==> src/pis_pkg.sv <==
// pis_pkg: constants, enums and carrier structs of the interrupt-source block
// assumes a 200 MHz system clock; all timing counts derive from it here
package pis_pkg;
    localparam int CLK_MHZ      = 200;
    localparam int SE0_MIN_NS   = 12000;  // bus reset may be seen from here
    localparam int SE0_MAX_NS   = 16000;  // and must be seen by here
    localparam int SE0_CYC      = (SE0_MIN_NS * CLK_MHZ + 999) / 1000;
    localparam int SE0_MAX_CYC  = (SE0_MAX_NS * CLK_MHZ) / 1000;
    localparam int TICK_A_NS    = 128000;   // 128 us tick
    localparam int TICK_B_NS    = 1024000;  // 1.024 ms tick
    localparam int TICK_A_CYC   = (TICK_A_NS / 1000) * CLK_MHZ;
    localparam int TICK_B_CYC   = (TICK_B_NS / 1000) * CLK_MHZ;
    localparam int N_EP         = 5;
    localparam int N_SRC        = 11;
    // pending vector positions, in vector order
    localparam int SRC_BUSRST   = 0;
    localparam int SRC_TICK_A   = 1;
    localparam int SRC_TICK_B   = 2;
    localparam int SRC_EP0      = 3;
    localparam int SRC_DAC      = 8;
    localparam int SRC_GPIO     = 9;
    localparam int SRC_I2C      = 10;
    // enable positions inside the global enable byte
    localparam int GIE_BUSRST   = 0;
    localparam int GIE_TICK_A   = 1;
    localparam int GIE_TICK_B   = 2;
    localparam int GIE_DAC      = 4;
    localparam int GIE_GPIO     = 5;
    localparam int GIE_I2C      = 6;
    localparam int STAT_BUSRST  = 5;  // status bit that records a bus reset

    typedef enum logic [2:0] {
        PIS_IDLE  = 3'h1,
        PIS_SE0   = 3'h2,
        PIS_RESET = 3'h4
    } pis_rst_e;

    // events from the i2c byte engine and firmware writes, all one-cycle pulses
    typedef struct packed {
        logic slave_rx_byte;
        logic first_byte;
        logic slave_stop;
        logic ack_cleared;
        logic slave_tx_byte;
        logic master_acked;
        logic master_tx_byte;
        logic master_rx_byte;
        logic arb_lost;
        logic bus_stop;
        logic fw_write;
        logic fw_continue;
        logic fw_master;
    } pis_i2c_ev_s;

    // i2c status bits presented back to firmware
    typedef struct packed {
        logic busy;
        logic master_select;
        logic arbitration_lost_flag;
        logic addr_flag;
        logic stop_flag;
        logic master_ack;
        logic stop_request;
    } pis_i2c_st_s;
endpackage : pis_pkg

==> src/pis_irq.sv <==
// pis_irq: interrupt sources feeding the core's pending flip-flops
// assumes usb, dac and gpio pins are asynchronous; all other inputs are
// pulses or levels on clk from the core, the serial engine and the i2c engine

// Function
// - se0 of 12 to 16 us means bus reset
// - bus reset sets status bit five
// - bus reset interrupt when se0 ends
// - bus reset aborts power-on start-up delay
// - bus reset clears both device address registers
// - two periodic ticks, 128 us and 1.024 ms
// - five endpoint interrupts on final acknowledge
// - dac pins interrupt on programmed edge
// - dac pins share one vector
// - first dac pin locks out others
// - dac pins unprioritised, enables survive acknowledge
// - gpio pins interrupt, per-port polarity, one vector
// - first gpio pin locks out others
// - gpio pins unprioritised, enables survive acknowledge
// - host port owns gpio vector when enabled
// - pin enables still steer cmos mode
// - slave receive, transmit, stop interrupts
// - master byte interrupts; clearing master issues stop
// - arbitration loss clears master, waits stop
// - busy cleared before conditions one to four
module pis_irq
    import pis_pkg::*;
#(
    parameter int N_DAC      = 8,
    parameter int N_GPIO     = 32,
    parameter int TICK_A     = TICK_A_CYC,
    parameter int TICK_B     = TICK_B_CYC
)(
    input  wire logic              clk,
    input  wire logic              sys_rst,
    input  wire logic              usb_dp,
    input  wire logic              usb_dm,
    input  wire logic              por_delay_active,
    input  wire logic              bus_reset_seen_clr,
    input  wire logic [N_EP-1:0]   ep_in_host_ack,
    input  wire logic [N_EP-1:0]   ep_out_dev_ack,
    input  wire logic [N_DAC-1:0]  dac_pin,
    input  wire logic [N_DAC-1:0]  dac_polarity,
    input  wire logic [N_DAC-1:0]  dac_pin_ie,
    input  wire logic [N_GPIO-1:0] gpio_pin,
    input  wire logic [N_GPIO/8-1:0] gpio_port_polarity,
    input  wire logic [N_GPIO-1:0] gpio_pin_ie,
    input  wire logic              host_port_enable,
    input  wire logic              host_port_event,
    input  wire pis_i2c_ev_s       i2c_ev,
    input  wire logic [7:0]        global_ie,
    input  wire logic [N_EP-1:0]   ep_ie,
    input  wire logic [N_SRC-1:0]  irq_ack,
    output logic [7:0]             usb_status,
    output logic                   por_delay_abort,
    output logic                   addr_clear,
    output logic [N_GPIO-1:0]      gpio_cmos_ie,
    output pis_i2c_st_s            i2c_status,
    output logic [N_SRC-1:0]       irq_pending,
    output logic [N_SRC-1:0]       irq_request
);
    localparam int TA_W = $clog2(TICK_A + 1);
    localparam int TB_W = $clog2(TICK_B + 1);
    localparam int SE_W = $clog2(SE0_CYC + 1);
    localparam int NP   = N_GPIO / 8;

    // pins that the block cannot serve are refused at elaboration
    if (N_DAC < 1 || N_GPIO < 8 || N_GPIO % 8 != 0 || TICK_A < 2 || TICK_B < 2)
    begin : g_bad_param
        $error("pis_irq: unsupported pin count or tick length");
    end

    typedef struct packed {
        logic [1:0]        usb_dp_s;
        logic [1:0]        usb_dm_s;
        logic [N_DAC-1:0]  dac_s1;
        logic [N_DAC-1:0]  dac_s2;
        logic [N_DAC-1:0]  dac_act;
        logic [N_DAC-1:0]  dac_lock;
        logic [N_GPIO-1:0] gpio_s1;
        logic [N_GPIO-1:0] gpio_s2;
        logic [N_GPIO-1:0] gpio_act;
        logic [N_GPIO-1:0] gpio_lock;
        pis_rst_e          rst_st;
        logic [SE_W-1:0]   se0_cnt;
        logic              seen;
        logic              abort;
        logic              aclr;
        logic [TA_W-1:0]   tick_a;
        logic [TB_W-1:0]   tick_b;
        pis_i2c_st_s       i2c;
        logic              arb_wait;
        logic              i2c_ev_d;
        logic [N_GPIO-1:0] cmos_ie;
        logic [N_SRC-1:0]  pend;
    } pis_state_s;

    pis_state_s q;
    pis_state_s next_q;

    logic             se0;
    logic [N_SRC-1:0] ev;
    logic [N_DAC-1:0] dac_now;
    logic [N_GPIO-1:0] gpio_now;
    logic             dac_ev;
    logic             gpio_ev;
    logic             i2c_ev_now;

    // second sync stage only feeds logic; the first is read by nothing else
    assign se0 = ~q.usb_dp_s[1] & ~q.usb_dm_s[1];

    always_comb
    begin
        next_q     = q;
        ev         = '0;
        dac_ev     = 1'b0;
        gpio_ev    = 1'b0;
        i2c_ev_now = 1'b0;
        next_q.abort = 1'b0;
        next_q.aclr  = 1'b0;
        next_q.i2c.stop_request = 1'b0;

        // two-flop synchronisers on every pin
        next_q.usb_dp_s = {q.usb_dp_s[0], usb_dp};
        next_q.usb_dm_s = {q.usb_dm_s[0], usb_dm};
        next_q.dac_s1   = dac_pin;
        next_q.dac_s2   = q.dac_s1;
        next_q.gpio_s1  = gpio_pin;
        next_q.gpio_s2  = q.gpio_s1;

        // bus reset detector: counts se0, then waits for its release
        case (q.rst_st)
            PIS_IDLE:
            begin
                next_q.se0_cnt = '0;
                if (se0)
                    next_q.rst_st = PIS_SE0;
            end
            PIS_SE0:
            begin
                if (!se0)
                    next_q.rst_st = PIS_IDLE;
                else if (q.se0_cnt == SE_W'(SE0_CYC - 2))
                begin
                    next_q.rst_st = PIS_RESET;
                    next_q.seen   = 1'b1;
                    next_q.aclr   = 1'b1;
                    next_q.abort  = por_delay_active;
                end
                else
                    next_q.se0_cnt = q.se0_cnt + SE_W'(1);
            end
            PIS_RESET:
            begin
                if (!se0)
                begin
                    next_q.rst_st   = PIS_IDLE;
                    ev[SRC_BUSRST]  = 1'b1;
                end
            end
            default: next_q.rst_st = PIS_IDLE;
        endcase
        // firmware clear loses against a fresh detection
        if (bus_reset_seen_clr && !next_q.aclr)
            next_q.seen = 1'b0;

        // free-running periodic ticks; firmware masks them before suspend
        next_q.tick_a = (q.tick_a == TA_W'(TICK_A - 1)) ? '0 : q.tick_a + TA_W'(1);
        next_q.tick_b = (q.tick_b == TB_W'(TICK_B - 1)) ? '0 : q.tick_b + TB_W'(1);
        ev[SRC_TICK_A] = (q.tick_a == TA_W'(TICK_A - 1));
        ev[SRC_TICK_B] = (q.tick_b == TB_W'(TICK_B - 1));

        // endpoint events: host ack on in, device ack on out only
        ev[SRC_EP0 +: N_EP] = ep_in_host_ack | ep_out_dev_ack;

        // dac: per-pin polarity, single owner until it drops or is disabled
        dac_now        = ~(q.dac_s2 ^ dac_polarity) & dac_pin_ie;
        next_q.dac_act = dac_now;
        next_q.dac_lock = q.dac_lock & dac_now;
        for (int i = 0; i < N_DAC; i++)
        begin
            if (dac_now[i] && !q.dac_act[i] && next_q.dac_lock == '0 && !dac_ev)
            begin
                next_q.dac_lock[i] = 1'b1;
                dac_ev = 1'b1;
            end
        end
        ev[SRC_DAC] = dac_ev;

        // gpio: per-port polarity, same lockout, host port steals the vector
        for (int i = 0; i < N_GPIO; i++)
            gpio_now[i] = ~(q.gpio_s2[i] ^ gpio_port_polarity[i/8]) & gpio_pin_ie[i];
        next_q.gpio_act  = gpio_now;
        next_q.gpio_lock = q.gpio_lock & gpio_now;
        for (int i = 0; i < N_GPIO; i++)
        begin
            if (gpio_now[i] && !q.gpio_act[i] && next_q.gpio_lock == '0
                && !gpio_ev && !host_port_enable)
            begin
                next_q.gpio_lock[i] = 1'b1;
                gpio_ev = 1'b1;
            end
        end
        ev[SRC_GPIO] = host_port_enable ? host_port_event : gpio_ev;
        next_q.cmos_ie = gpio_pin_ie;

        // i2c engine: busy drops on the event edge except on master receive and the bus stop after arbitration loss, pending follows one edge later
        if (i2c_ev.slave_rx_byte)
        begin
            next_q.i2c.busy      = 1'b0;
            next_q.i2c.addr_flag = i2c_ev.first_byte;
            i2c_ev_now = 1'b1;
        end
        if (i2c_ev.slave_stop && !i2c_ev.ack_cleared)
        begin
            next_q.i2c.busy      = 1'b0;
            next_q.i2c.stop_flag = 1'b1;
            i2c_ev_now = 1'b1;
        end
        if (i2c_ev.slave_tx_byte)
        begin
            next_q.i2c.busy       = 1'b0;
            next_q.i2c.master_ack = i2c_ev.master_acked;
            i2c_ev_now = 1'b1;
        end
        if (i2c_ev.master_tx_byte)
        begin
            next_q.i2c.busy = 1'b0;
            i2c_ev_now = 1'b1;
        end
        if (i2c_ev.master_rx_byte)
            i2c_ev_now = 1'b1;
        // a single firmware write restarts the engine after each interrupt
        if (i2c_ev.fw_write)
        begin
            next_q.i2c.busy      = i2c_ev.fw_continue;
            next_q.i2c.stop_flag = i2c_ev.slave_stop && !i2c_ev.ack_cleared;  // set wins
            next_q.i2c.arbitration_lost_flag = 1'b0;
            next_q.i2c.master_select = i2c_ev.fw_master;
            if (q.i2c.master_select && !i2c_ev.fw_master)
                next_q.i2c.stop_request = 1'b1;
        end
        // arbitration loss wins over the write and waits for the bus stop
        if (i2c_ev.arb_lost)
        begin
            next_q.i2c.master_select         = 1'b0;
            next_q.i2c.arbitration_lost_flag = 1'b1;
            next_q.i2c.stop_request          = 1'b0;
            next_q.arb_wait                  = 1'b1;
        end
        else if (q.arb_wait && i2c_ev.bus_stop)
        begin
            next_q.arb_wait = 1'b0;
            i2c_ev_now = 1'b1;
        end
        next_q.i2c_ev_d = i2c_ev_now;
        ev[SRC_I2C]     = q.i2c_ev_d;

        // pending flops: a new event wins over an acknowledge in the same cycle
        next_q.pend = (q.pend & ~irq_ack) | ev;
    end

    // one register stage for the whole state; constants only under reset
    always_ff @(posedge clk or posedge sys_rst)
    begin
        if (sys_rst)
        begin
            q        <= '0;
            q.rst_st <= PIS_IDLE;
            q.usb_dp_s <= 2'h3;  // idle bus is j, so no false se0 follows reset
        end
        else
            q <= next_q;
    end

    // request lines are pending gated by the enable registers, kept by the core
    assign irq_request = q.pend & {global_ie[GIE_I2C], global_ie[GIE_GPIO],
                                   global_ie[GIE_DAC], ep_ie,
                                   global_ie[GIE_TICK_B], global_ie[GIE_TICK_A],
                                   global_ie[GIE_BUSRST]};
    assign irq_pending     = q.pend;
    assign usb_status      = {2'h0, q.seen, 5'h00};
    assign por_delay_abort = q.abort;
    assign addr_clear      = q.aclr;
    assign gpio_cmos_ie    = q.cmos_ie;
    assign i2c_status      = q.i2c;
endmodule // pis_irq

==> config.mk <==
export PLATFORM = sky130hd
export DESIGN_NAME = pis_irq
export DESIGN_NICKNAME = d
export VERILOG_FILES = /design/src/pis_pkg.sv /design/src/pis_irq.sv
export SDC_FILE = /design/constraint.sdc
export NUM_CORES = 1
export LEC_CHECK = 0
export BUFFER_PORTS_ARGS = -buffer_cell sky130_fd_sc_hd__buf_2
export CORE_MARGIN = 5
export CORE_UTILIZATION = 59
export DETAILED_ROUTE_END_ITERATION = 16
export PLACE_DENSITY = 0.92
export SLEW_MARGIN = 20
export SYNTH_ARGS = -nofsm -noshare
export SYNTH_HDL_FRONTEND = slang
export SYNTH_SLANG_ARGS = --single-unit
==> constraint.sdc <==
create_clock -name clk -period 21.1 [get_ports clk]
set_input_delay 2.11 -clock clk [delete_from_list [all_inputs] [get_ports clk]]
set_output_delay 2.11 -clock clk [all_outputs]
set_load 0.01 [all_outputs]
==> results of run 1 <==
-- path summary, 6_finish.rpt --
check / end / slack, ns / depth (start not counted)
setup / recovery: q[128] / 16.11 / 12
hold / removal: q[177] / 0.34 / 0
setup reg to reg: q[128] / 17.57 / 11
hold reg to reg: q[177] / 0.34 / 0
max in group asynchronous: next_q[249] / 18.16 / 3
min in group asynchronous: irq_pending[1] / 1.69 / 2
-- metrics by stage --
step | power (mW) | instance area, um2 | worst slack, ns | utilization | hold WS (ns)
after floorplan | 0.6528 | 10900 | 11.64 | - | 0.3312
after global placement | 0.6824 | 11760 | 15.49 | 0.6522 | 0.3316
after detailed placement | 0.6892 | 11760 | 15.46 | 0.6522 | 0.3347
after CTS | 1.172 | 12660 | 15.83 | 0.7026 | 0.3453
after global routing | 1.212 | 12680 | 15.92 | 0.7035 | 0.3544
final | 1.164 | 12680 | 16.11 | 0.7035 | 0.3443
-- synthesized netlist by cell type, types with 3 or more instances --
library cell  number  area [um2]
a211oi_1           5       37.54
a21o_1             7       52.55
a21oi_1           26       130.1
a22oi_1            3       22.52
a31oi_1           10       62.56
a32o_1             5       50.05
and2_1            34       212.7
and3_1            16       100.1
and4_1             4       35.03
buf_4             63       473.0
dfrtp_1          264        6606
dfstp_2            3       78.83
ha_1               4       50.05
inv_1             63       236.5
mux2_2             3       33.78
nand2_1           67       251.5
nand3_1           39       195.2
nand3b_1           3       22.52
nand4_1           10       62.56
nand4b_1           3       26.28
nor2_1           110       412.9
nor2b_1           13       81.33
nor3_1            11       55.05
nor3b_1            3       22.52
nor4_1            11       68.82
nor4b_1            3       26.28
o211ai_1           4       30.03
o21a_1            10       75.07
o21ai_0           29       145.1
o22ai_1            7       43.79
o31ai_1            4       30.03
or3_1              6       37.54
xnor2_1           55       481.7
xor2_1            20       175.2
-- worst register-to-register path, delay by kind of cell (launching register included) --
kind            cells  cell delay, ns
compound gates      3            0.71
xor+xnor            1            0.15
flops               1            0.38
simple gates        7            2.20
-- state kept, by name (all words and copies together), names as in the netlist --
register / count
i2c_status: 7
irq_pending: 11
usb_status: 1
por_delay_abort: 1
ev: 1
addr_clear: 1
next_q: 42
gpio_cmos_ie: 32
q: 171
-- where the power goes --
group | leakage (nW) | internal, mW | switching, mW
clock | 0.445 | 0.291 | 0.189
combinational | 2.43 | 0.0517 | 0.0822
sequential | 3.32 | 0.537 | 0.0127
total | 6.20 | 0.880 | 0.284
-- cell type report --
cell class                      count  area share
Clock inverter                      6    0.006809
Multi-Input combinational cell    575      0.2746
Tap cell                          229     0.02260
Inverter                           63     0.01924
Antenna cell                        1   0.0001974
Timing Repair Buffer              211     0.08447
Sequential cell                   267      0.5272
Clock buffer                       42     0.06483
-- logic make-up (layout without fill, tap and decap cells) --
logic type | after synthesis | count (layout) | share of synthesized area
DFF | 267 | 267 | 0.6148
other | 1 | 8 | 0.0003449
xor gates and xnor gates | 75 | 75 | 0.06041
AOI/OAI and AO/OA | 135 | 135 | 0.08642
adders and majority gates | 4 | 4 | 0.004603
buffers and inverters | 130 | 322 | 0.06743
and+or+nand+nor | 350 | 350 | 0.1619
muxes | 4 | 4 | 0.004027
-- metal layers --
| layer | routed length, um | global-route usage | share of wire | up-vias |
|---|---|---|---|---|
| met5 | 54 | 0 | 0.0023 | - |
| met4 | 610 | 0.07090 | 0.026 | 8 |
| met3 | 1338 | 0.04360 | 0.057 | 60 |
| met2 | 12360 | 0.3836 | 0.53 | 240 |
| met1 | 9019 | 0.2606 | 0.39 | 3658 |
| li1 | - | - | - | 3560 |
==> flow_summary.ini, run 1 <==
[grt]
grt_usage = 0.2147
antenna_found_initial = 5
grt_pass1_wl_um = 38340
grt_max_degree = 100
overflow = 0
first_global_vias = 8005

[setup_path]
required_ns = 21.53
max_stage_delay_ns = 0.52
cp-startpoint = gpio_port_polarity[3]
slowest_stage = nor3_2
crit_family = simple AND/OR/NAND/NOR gates
start_kind = input pin
cp_max_fo = 11
cp_cell_sequence = buf_2 -> xnor2_1 -> a32oi_1 -> and4_1 -> nand4_2 -> nor3_2 -> a31oi_1 -> and3_1 -> nor3_2 -> and2_1 -> a31oi_1 -> nor2_1
cp_data_arrival_time_ns = 5.42
end_kind = flip-flop
path_buf_inv = 1
worstSetupPathType = input pin to flip-flop
rr_startpoint = q[193]

[cells_and_area]
layoutNonFillerInstCount = 1394
final_common_cell = dfrtp_1
mostFrequentLayoutCells = dfrtp_1 (264), buf_2 (208), nor2_1 (110)
final_nets = 1296
num-fill-cells = 1283
seqCellArea_um2 = 6685
area_growth_pct = 16.62
drive_gt1_frac = 0.2405
multi_input_area_um2 = 3482

[clocking]
cts_made_buffers = 27
cts_tree = yes
cts_buffer_depth = 3
post_cts_buffers = 0
clk_latency_ns = 0.52
clock_sinks = 267
hold_buffers = 0
ctsResizeCount = 0
cts_max_level = 1
clk_pin_slew_ns = 0.07
cts_root_buf = clkbuf_16

[timing]
max_freq_ghz = 0.2005
slew_headroom = 0.4872
post-route-min-period_ns = 4.987
hold_violations = 0
worst_pin_slew_ns = 0.7693
final.setup.tns_ns = 0
finalMaxSlewViolations = 0
setup_viol = 0
fin_skew_ns = 0.007168
rsz0062_at_grt = no
fin_crit_sh = 0.2363

[logic_synthesis]
seq_area_frac_synth = 0.6148
synth.yosys.warnings = 0
ys_types = 75
synth_edf_count = 0
ys_ff_latch = 267
avgSynthCellArea_um2 = 11.26
synthCells = 966
synth_area_um2 = 10870
ys.flop_type = dfrtp_1
async_flop_share = 1.000

[routing]
route.detailed.drc = 0
avgViaCountPerCell = 5.399
totalWireLength_um = 23380
routedWlPerCell_um = 16.77
drtAntennaViolNets = 0
firstDrtPassIters = 5
drt_first_iter_violations = 436
num_vias = 7526

[die]
die_h_um = 145.8
coreArea_um2 = 18020
start_util = 0.6032
num_io_pins = 218
die_area_um2 = 21240
die_x_um = 145.8
rows = 49

[placed_design]
gp_congestion = 0.8696
port_buffers = 208
dp.cells = 1345
dpl.hpwl_um = 16180

[worst_hold_path]
hold_class = flip-flop to flip-flop
holdCritStartpoint = next_q[177]

[status]
status = complete, no violations

[power_and_ir_drop]
power.leakage_nw = 6.197
pwr_density_cell_nw_per_um2 = 91.79
ir_drop_v = 0.00007628

[flow_run]
cap_violations = 0
No activity file was read; power rests on OpenSTA's default activity.
==> run 2: changes to the inputs <==
--- a/config.mk
+++ b/config.mk
@@ -7,9 +7,9 @@
 export LEC_CHECK = 0
 export BUFFER_PORTS_ARGS = -buffer_cell sky130_fd_sc_hd__buf_2
 export CORE_MARGIN = 5
-export CORE_UTILIZATION = 59
+export CORE_UTILIZATION = 55
 export DETAILED_ROUTE_END_ITERATION = 16
-export PLACE_DENSITY = 0.92
+export PLACE_DENSITY = 0.87
 export SLEW_MARGIN = 20
 export SYNTH_ARGS = -nofsm -noshare
 export SYNTH_HDL_FRONTEND = slang
==> constraint.sdc (replaced) <==
create_clock -name clk -period 4.7 [get_ports clk]
set_input_delay 0.47 -clock clk [delete_from_list [all_inputs] [get_ports clk]]
set_output_delay 0.47 -clock clk [all_outputs]
set_load 0.01 [all_outputs]
==> flow_summary.ini, run 2 (same netlist as run 1, synthesis figures left out) <==
[timing]
post-route-min-period_ns = 3.323
slew_headroom = 0.4655
max_freq_ghz = 0.3010
worst_pin_slew_ns = 0.7946
fin_ws_ns = 1.377
rsz0062_at_grt = no
finalMaxSlewViolations = 0
fin_skew_ns = 0.01408
setup_viol = 0
hold_violations = 0
final.setup.tns_ns = 0
fin_crit_sh = 0.7069
timing.hold.ws_ns = 0.03999

[die]
coreArea_um2 = 19460
die_x_um = 150.6
die_area_um2 = 22680
num_io_pins = 218
rows = 51
die_h_um = 150.6
start_util = 0.5587

[setup_path]
end_kind = flip-flop
cp_data_arrival_time_ns = 3.71
crit_end = irq_pending[9]
rr_startpoint = q[167]
reg2regPathDepth = 10
start_kind = flip-flop
worst-r2r-setup-slack_ns = 1.38
required_ns = 5.08
cp_max_fo = 8
worstSetupPathType = flip-flop to flip-flop
cp-startpoint = q[167]
reg2reg_to = irq_pending[9]

[status]
status = complete, no violations

[power_and_ir_drop]
total_power_mw = 5.295
power.leakage_nw = 6.215
pwr_density_cell_nw_per_um2 = 414.8
ir_drop_v = 0.0002571

[placed_design]
dp_slack_ns = 1.082
port_buffers = 208
gp_congestion = 0.8975
dpl.hpwl_um = 15850

[cells_and_area]
drive_gt1_frac = 0.2421
final_nets = 1298
area_growth_pct = 17.41
utilization = 0.6559
top_register = q
largest_reg_flops = 171
final_common_cell = dfrtp_1
mostFrequentLayoutCells = dfrtp_1 (264), buf_2 (208), nor2_1 (110)

[grt]
grt_pass1_wl_um = 35520
grt_max_degree = 127
overflow = 0
grt_usage = 0.1915
first_global_vias = 7508
antenna_found_initial = 5

[routing]
num_vias = 7417
drt_first_iter_violations = 398
avgViaCountPerCell = 5.179
totalWireLength_um = 22030
drtAntennaViolNets = 0
route.detailed.drc = 0
firstDrtPassIters = 5
routedWlPerCell_um = 15.38

[clocking]
hold_buffers = 0
ctsResizeCount = 0
cts_tree = yes
cts_root_buf = clkbuf_16
clock_sinks = 267
cts_max_level = 1
cts_made_buffers = 27
cts_buffer_depth = 3
post_cts_buffers = 0
clk_latency_ns = 0.52
clk_pin_slew_ns = 0.06

[worst_hold_path]
hold_class = input pin to asynchronous set/reset pin

[flow_run]
cap_violations = 0
-- run 2: layout make-up --
| type | count | area [um2] |
|---|---|---|
| clock buffer | 35 | 745.7 |
| clock inverter | 12 | 190.2 |
| timing repair buffer | 213 | 1091 |
| fill | 1473 | 6696 |
| tap | 265 | 331.6 |
| inverter | 63 | 240.2 |
| antenna | 2 | 5.005 |
| sequential | 267 | 6685 |
| multi-input combinational | 575 | 3477 |
-- run 2: where the power goes --
group | internal, mW | leakage [nW] | switching, mW | total (mW)
Combinational | 0.235 | 2.44 | 0.360 | 0.595
Clock | 1.39 | 0.457 | 0.847 | 2.23
Sequential | 2.41 | 3.32 | 0.0552 | 2.47
-- run 2: per-stage QoR --
stage                     cell area, um2  instances
after floorplan                    10900        972
after global placement             11830       1383
after detailed placement           11830       1383
after CTS                          12760       1430
after global routing               12770       1432
final                              12770       1432
-- run 2: worst min-delay path by stage --
stage	from	to	slack (ns)	cells past startpoint
floorplan	next_q[167]	q[167]	0.33	0
global placement	next_q[264]	q[264]	0.33	0
detailed placement	next_q[174]	q[174]	0.33	0
CTS	gpio_pin[18]	next_q[185]	0.03	1
global route	gpio_pin[18]	next_q[185]	0.03	1
finish	sys_rst	q[83]	0.04	2
-- run 2: critical path, stage by stage, from the launching register on --
cell and delay (ns):
dfrtp_1 0.37, xnor2_1 0.13, and2_2 0.23, a221oi_2 0.35
nand4_1 0.27, a31oi_1 0.45, nand3_2 0.29, or4_1 0.60
o21a_1 0.21, nand3b_2 0.16, o211ai_1 0.13
-- run 2: metal layers --
layer / routed length [um] / vias up / global-route usage / part of all wire
li1: - / 3558 / - / -
met1: 9025 / 3591 / 0.2495 / 0.41
met2: 11080 / 203 / 0.3250 / 0.50
met3: 1180 / 59 / 0.03402 / 0.054
met4: 699 / 6 / 0.06800 / 0.032
met5: 46 / - / 0 / 0.0021
==> run 3: changes to the inputs <==
--- a/config.mk
+++ b/config.mk
@@ -5,11 +5,12 @@
 export SDC_FILE = /design/constraint.sdc
 export NUM_CORES = 1
 export LEC_CHECK = 0
+export ABC_AREA = 1
 export BUFFER_PORTS_ARGS = -buffer_cell sky130_fd_sc_hd__buf_2
 export CORE_MARGIN = 5
-export CORE_UTILIZATION = 55
+export CORE_UTILIZATION = 50
 export DETAILED_ROUTE_END_ITERATION = 16
-export PLACE_DENSITY = 0.87
+export PLACE_DENSITY = 0.83
 export SLEW_MARGIN = 20
 export SYNTH_ARGS = -nofsm -noshare
 export SYNTH_HDL_FRONTEND = slang
==> constraint.sdc (replaced) <==
create_clock -name clk -period 2.95 [get_ports clk]
set_input_delay 0.295 -clock clk [delete_from_list [all_inputs] [get_ports clk]]
set_output_delay 0.295 -clock clk [all_outputs]
set_load 0.01 [all_outputs]
==> flow_summary.ini, run 3 <==
[status]
status = complete, but fails checks
violations = negative setup slack

[setup_path]
slowest_stage = dfrtp_1
max_stage_delay_ns = 0.40
worst-r2r-setup-slack_ns = -4.22
required_ns = 3.42
cp-startpoint = q[196]
rr_startpoint = q[196]
cp_max_fo = 5
cp_data_arrival_time_ns = 7.64
reg2regPathDepth = 51
crit_end = q[134]
end_kind = flip-flop
worstSetupPathType = flip-flop to flip-flop
crit_top_cell = nor2_4
reg2reg_to = q[134]
start_kind = flip-flop

[timing]
finalMaxSlewViolations = 0
fin_skew_ns = 0.02060
fin_ws_ns = -4.216
hold_violations = 0
max_freq_ghz = 0.1395
fin_crit_sh = 2.429
post-route-min-period_ns = 7.166
setup_viol = 27
slew_headroom = 0.4545
rsz0062_at_grt = yes
final.setup.tns_ns = -53.63
worst_pin_slew_ns = 0.8165

[routing]
route.detailed.drc = 0
drt_first_iter_violations = 744
avgViaCountPerCell = 5.161
routedWlPerCell_um = 16.63
drtAntennaViolNets = 0
firstDrtPassIters = 6
totalWireLength_um = 33130
num_vias = 10280

[placed_design]
port_buffers = 208
gp_congestion = 0.8509
dpl.hpwl_um = 18840
place_area_um2 = 13400

[logic_synthesis]
ys_top_cells_by_count = dfrtp_1 (264), inv_1 (219), nand2_1 (204), nor2_1 (104), nand3_1 (66)
synth_top_family_by_area = simple AND/OR/NAND/NOR gates
yosys.area.top_type = dfrtp_1
synth_top_area_frac = 0.5763
synthCells = 1230
yosys.area_share.simple = 0.2433
netlist_top_cells_area = dfrtp_1 (58%), inv_1 (7.2%), nand2_1 (6.7%)
synth.yosys.warnings = 0
async_flop_share = 1.000
seq_area_frac_synth = 0.5832
synthMostInstantiatedCell = dfrtp_1
ys_types = 53
synth_compound_area_frac = 0.03787
synth_xor_area_frac = 0.007640
synth_mux_area_frac = 0.001965
avgSynthCellArea_um2 = 9.320
synth_area_um2 = 11460
yosys.area_share.adder = 0.004366
ys.flop_type = dfrtp_1
synth_edf_count = 0
ys_ff_latch = 267

[grt]
grt_pass1_wl_um = 52610
grt_max_degree = 59
antenna_found_initial = 2
overflow = 0
grt_usage = 0.2446
first_global_vias = 10990

[die]
die_h_um = 161.4
die_area_um2 = 26050
coreArea_um2 = 22640
num_io_pins = 218
start_util = 0.5063
rows = 55
die_x_um = 161.4

[power_and_ir_drop]
ir_drop_v = 0.0004383
p_clk_frac = 0.336
power.leakage_nw = 8.739
pwr_density_cell_nw_per_um2 = 694.8
internal_power_mw = 7.821
switching_power_mw = 3.531
combinationalPowerShare = 0.314
power_frac_seq = 0.350
swShare = 0.3110

[clocking]
clock_sinks = 267
clk_pin_slew_ns = 0.07
cts_made_buffers = 28
clk_latency_ns = 0.54
cts_buffer_depth = 3
cts_tree = yes
cts_root_buf = clkbuf_16
cts_max_level = 1

[cells_and_area]
num-fill-cells = 1473
diodes = 0
multi_input_area_um2 = 3911
drive_gt1_frac = 0.3544
area_growth_pct = 42.51
final_nets = 1836
top_register = q
seqCellArea_um2 = 6685
final_common_cell = dfrtp_1
final_cell_area_um2 = 16340
mostFrequentLayoutCells = dfrtp_1 (264), buf_2 (208), inv_1 (206)
largest_reg_flops = 171

[flow_run]
cap_violations = 0

[worst_hold_path]
hold_class = input pin to flip-flop
-- run 3: cells by family (layout without fill, tap and decap cells) --
family	Yosys count	count (layout)
AO/OA/AOI/OAI	74	74
AND/OR/NAND/NOR	569	569
flip-flops	267	267
multiplexers	2	2
other	1	7
adder cells (fa/ha/maj)	4	4
XOR/XNOR	10	10
buffers and inverters	303	774
-- run 3: through the flow --
step	hold slack, ns	util	instances	worst slack (ns)	total power [mW]
6_report	0.02799	0.7216	1992	-4.216	11.35
4_1_cts	0.001578	0.7112	2004	-3.337	10.78
3_5_place_dp	0.3347	0.5919	1788	-3.532	6.388
5_1_grt	0.01578	0.7216	1992	-4.520	11.82
2_1_floorplan	0.2995	-	1236	-2.694	5.573
3_3_place_gp	0.3315	0.5919	1788	-3.148	6.297
-- run 3: routing by layer --
layer / share of wire / wire (um) / global-route usage / vias up
li1: - / - / - / 4745
met1: 0.38 / 12440 / 0.2917 / 4891
met2: 0.51 / 17010 / 0.4299 / 471
met3: 0.059 / 1956 / 0.04567 / 170
met4: 0.051 / 1696 / 0.1136 / 4
met5: 0.00081 / 27 / 0 / -
-- run 3: power by group through the flow --
stage               Combinational, mW  Clock [mW]  Sequential (mW)
floorplan                        1.57           0             4.00
global placement                 2.28           0             4.02
detailed placement               2.36           0             4.02
CTS                              2.95        3.87             3.96
global route                     3.80        4.04             3.99
finish                           3.56        3.82             3.98
-- run 3: cell type report --
class,count,area share
timing repair buffer,484,0.2114
tap,285,0.02183
clock inverter,8,0.008961
inverter,238,0.05583
sequential,267,0.4092
multi-input combinational,666,0.2394
clock buffer,44,0.05338
-- run 3: worst min path at each step --
stage,from,endpoint,slack (ns),cells after the start
floorplan,usb_dp,next_q[266],0.30,0
global placement,next_q[247],q[247],0.33,0
detailed placement,next_q[196],q[196],0.33,0
CTS,i2c_ev[10],i2c_status[2],0.002,3
global route,i2c_ev[8],i2c_status[1],0.02,2
finish,i2c_ev[10],i2c_status[2],0.03,3
-- run 3: critical path: cells and delay by family (launching register included) --
family	cells	cell delay, ns
AO/OA/AOI/OAI	3	0.83
buffers and inverters	4	0.33
flip-flops	1	0.40
AND/OR/NAND/NOR	44	5.50
-- run 3: timing repair --
action | CTS | global route
pin swaps | 18 | 44
endpoints found under the hold margin | 120 | 0
hold buffers | 102 | 0
endpoints found under the setup margin | 26 | 28
gates resized for setup | 44 | 90
buffers inserted | 64 | 27
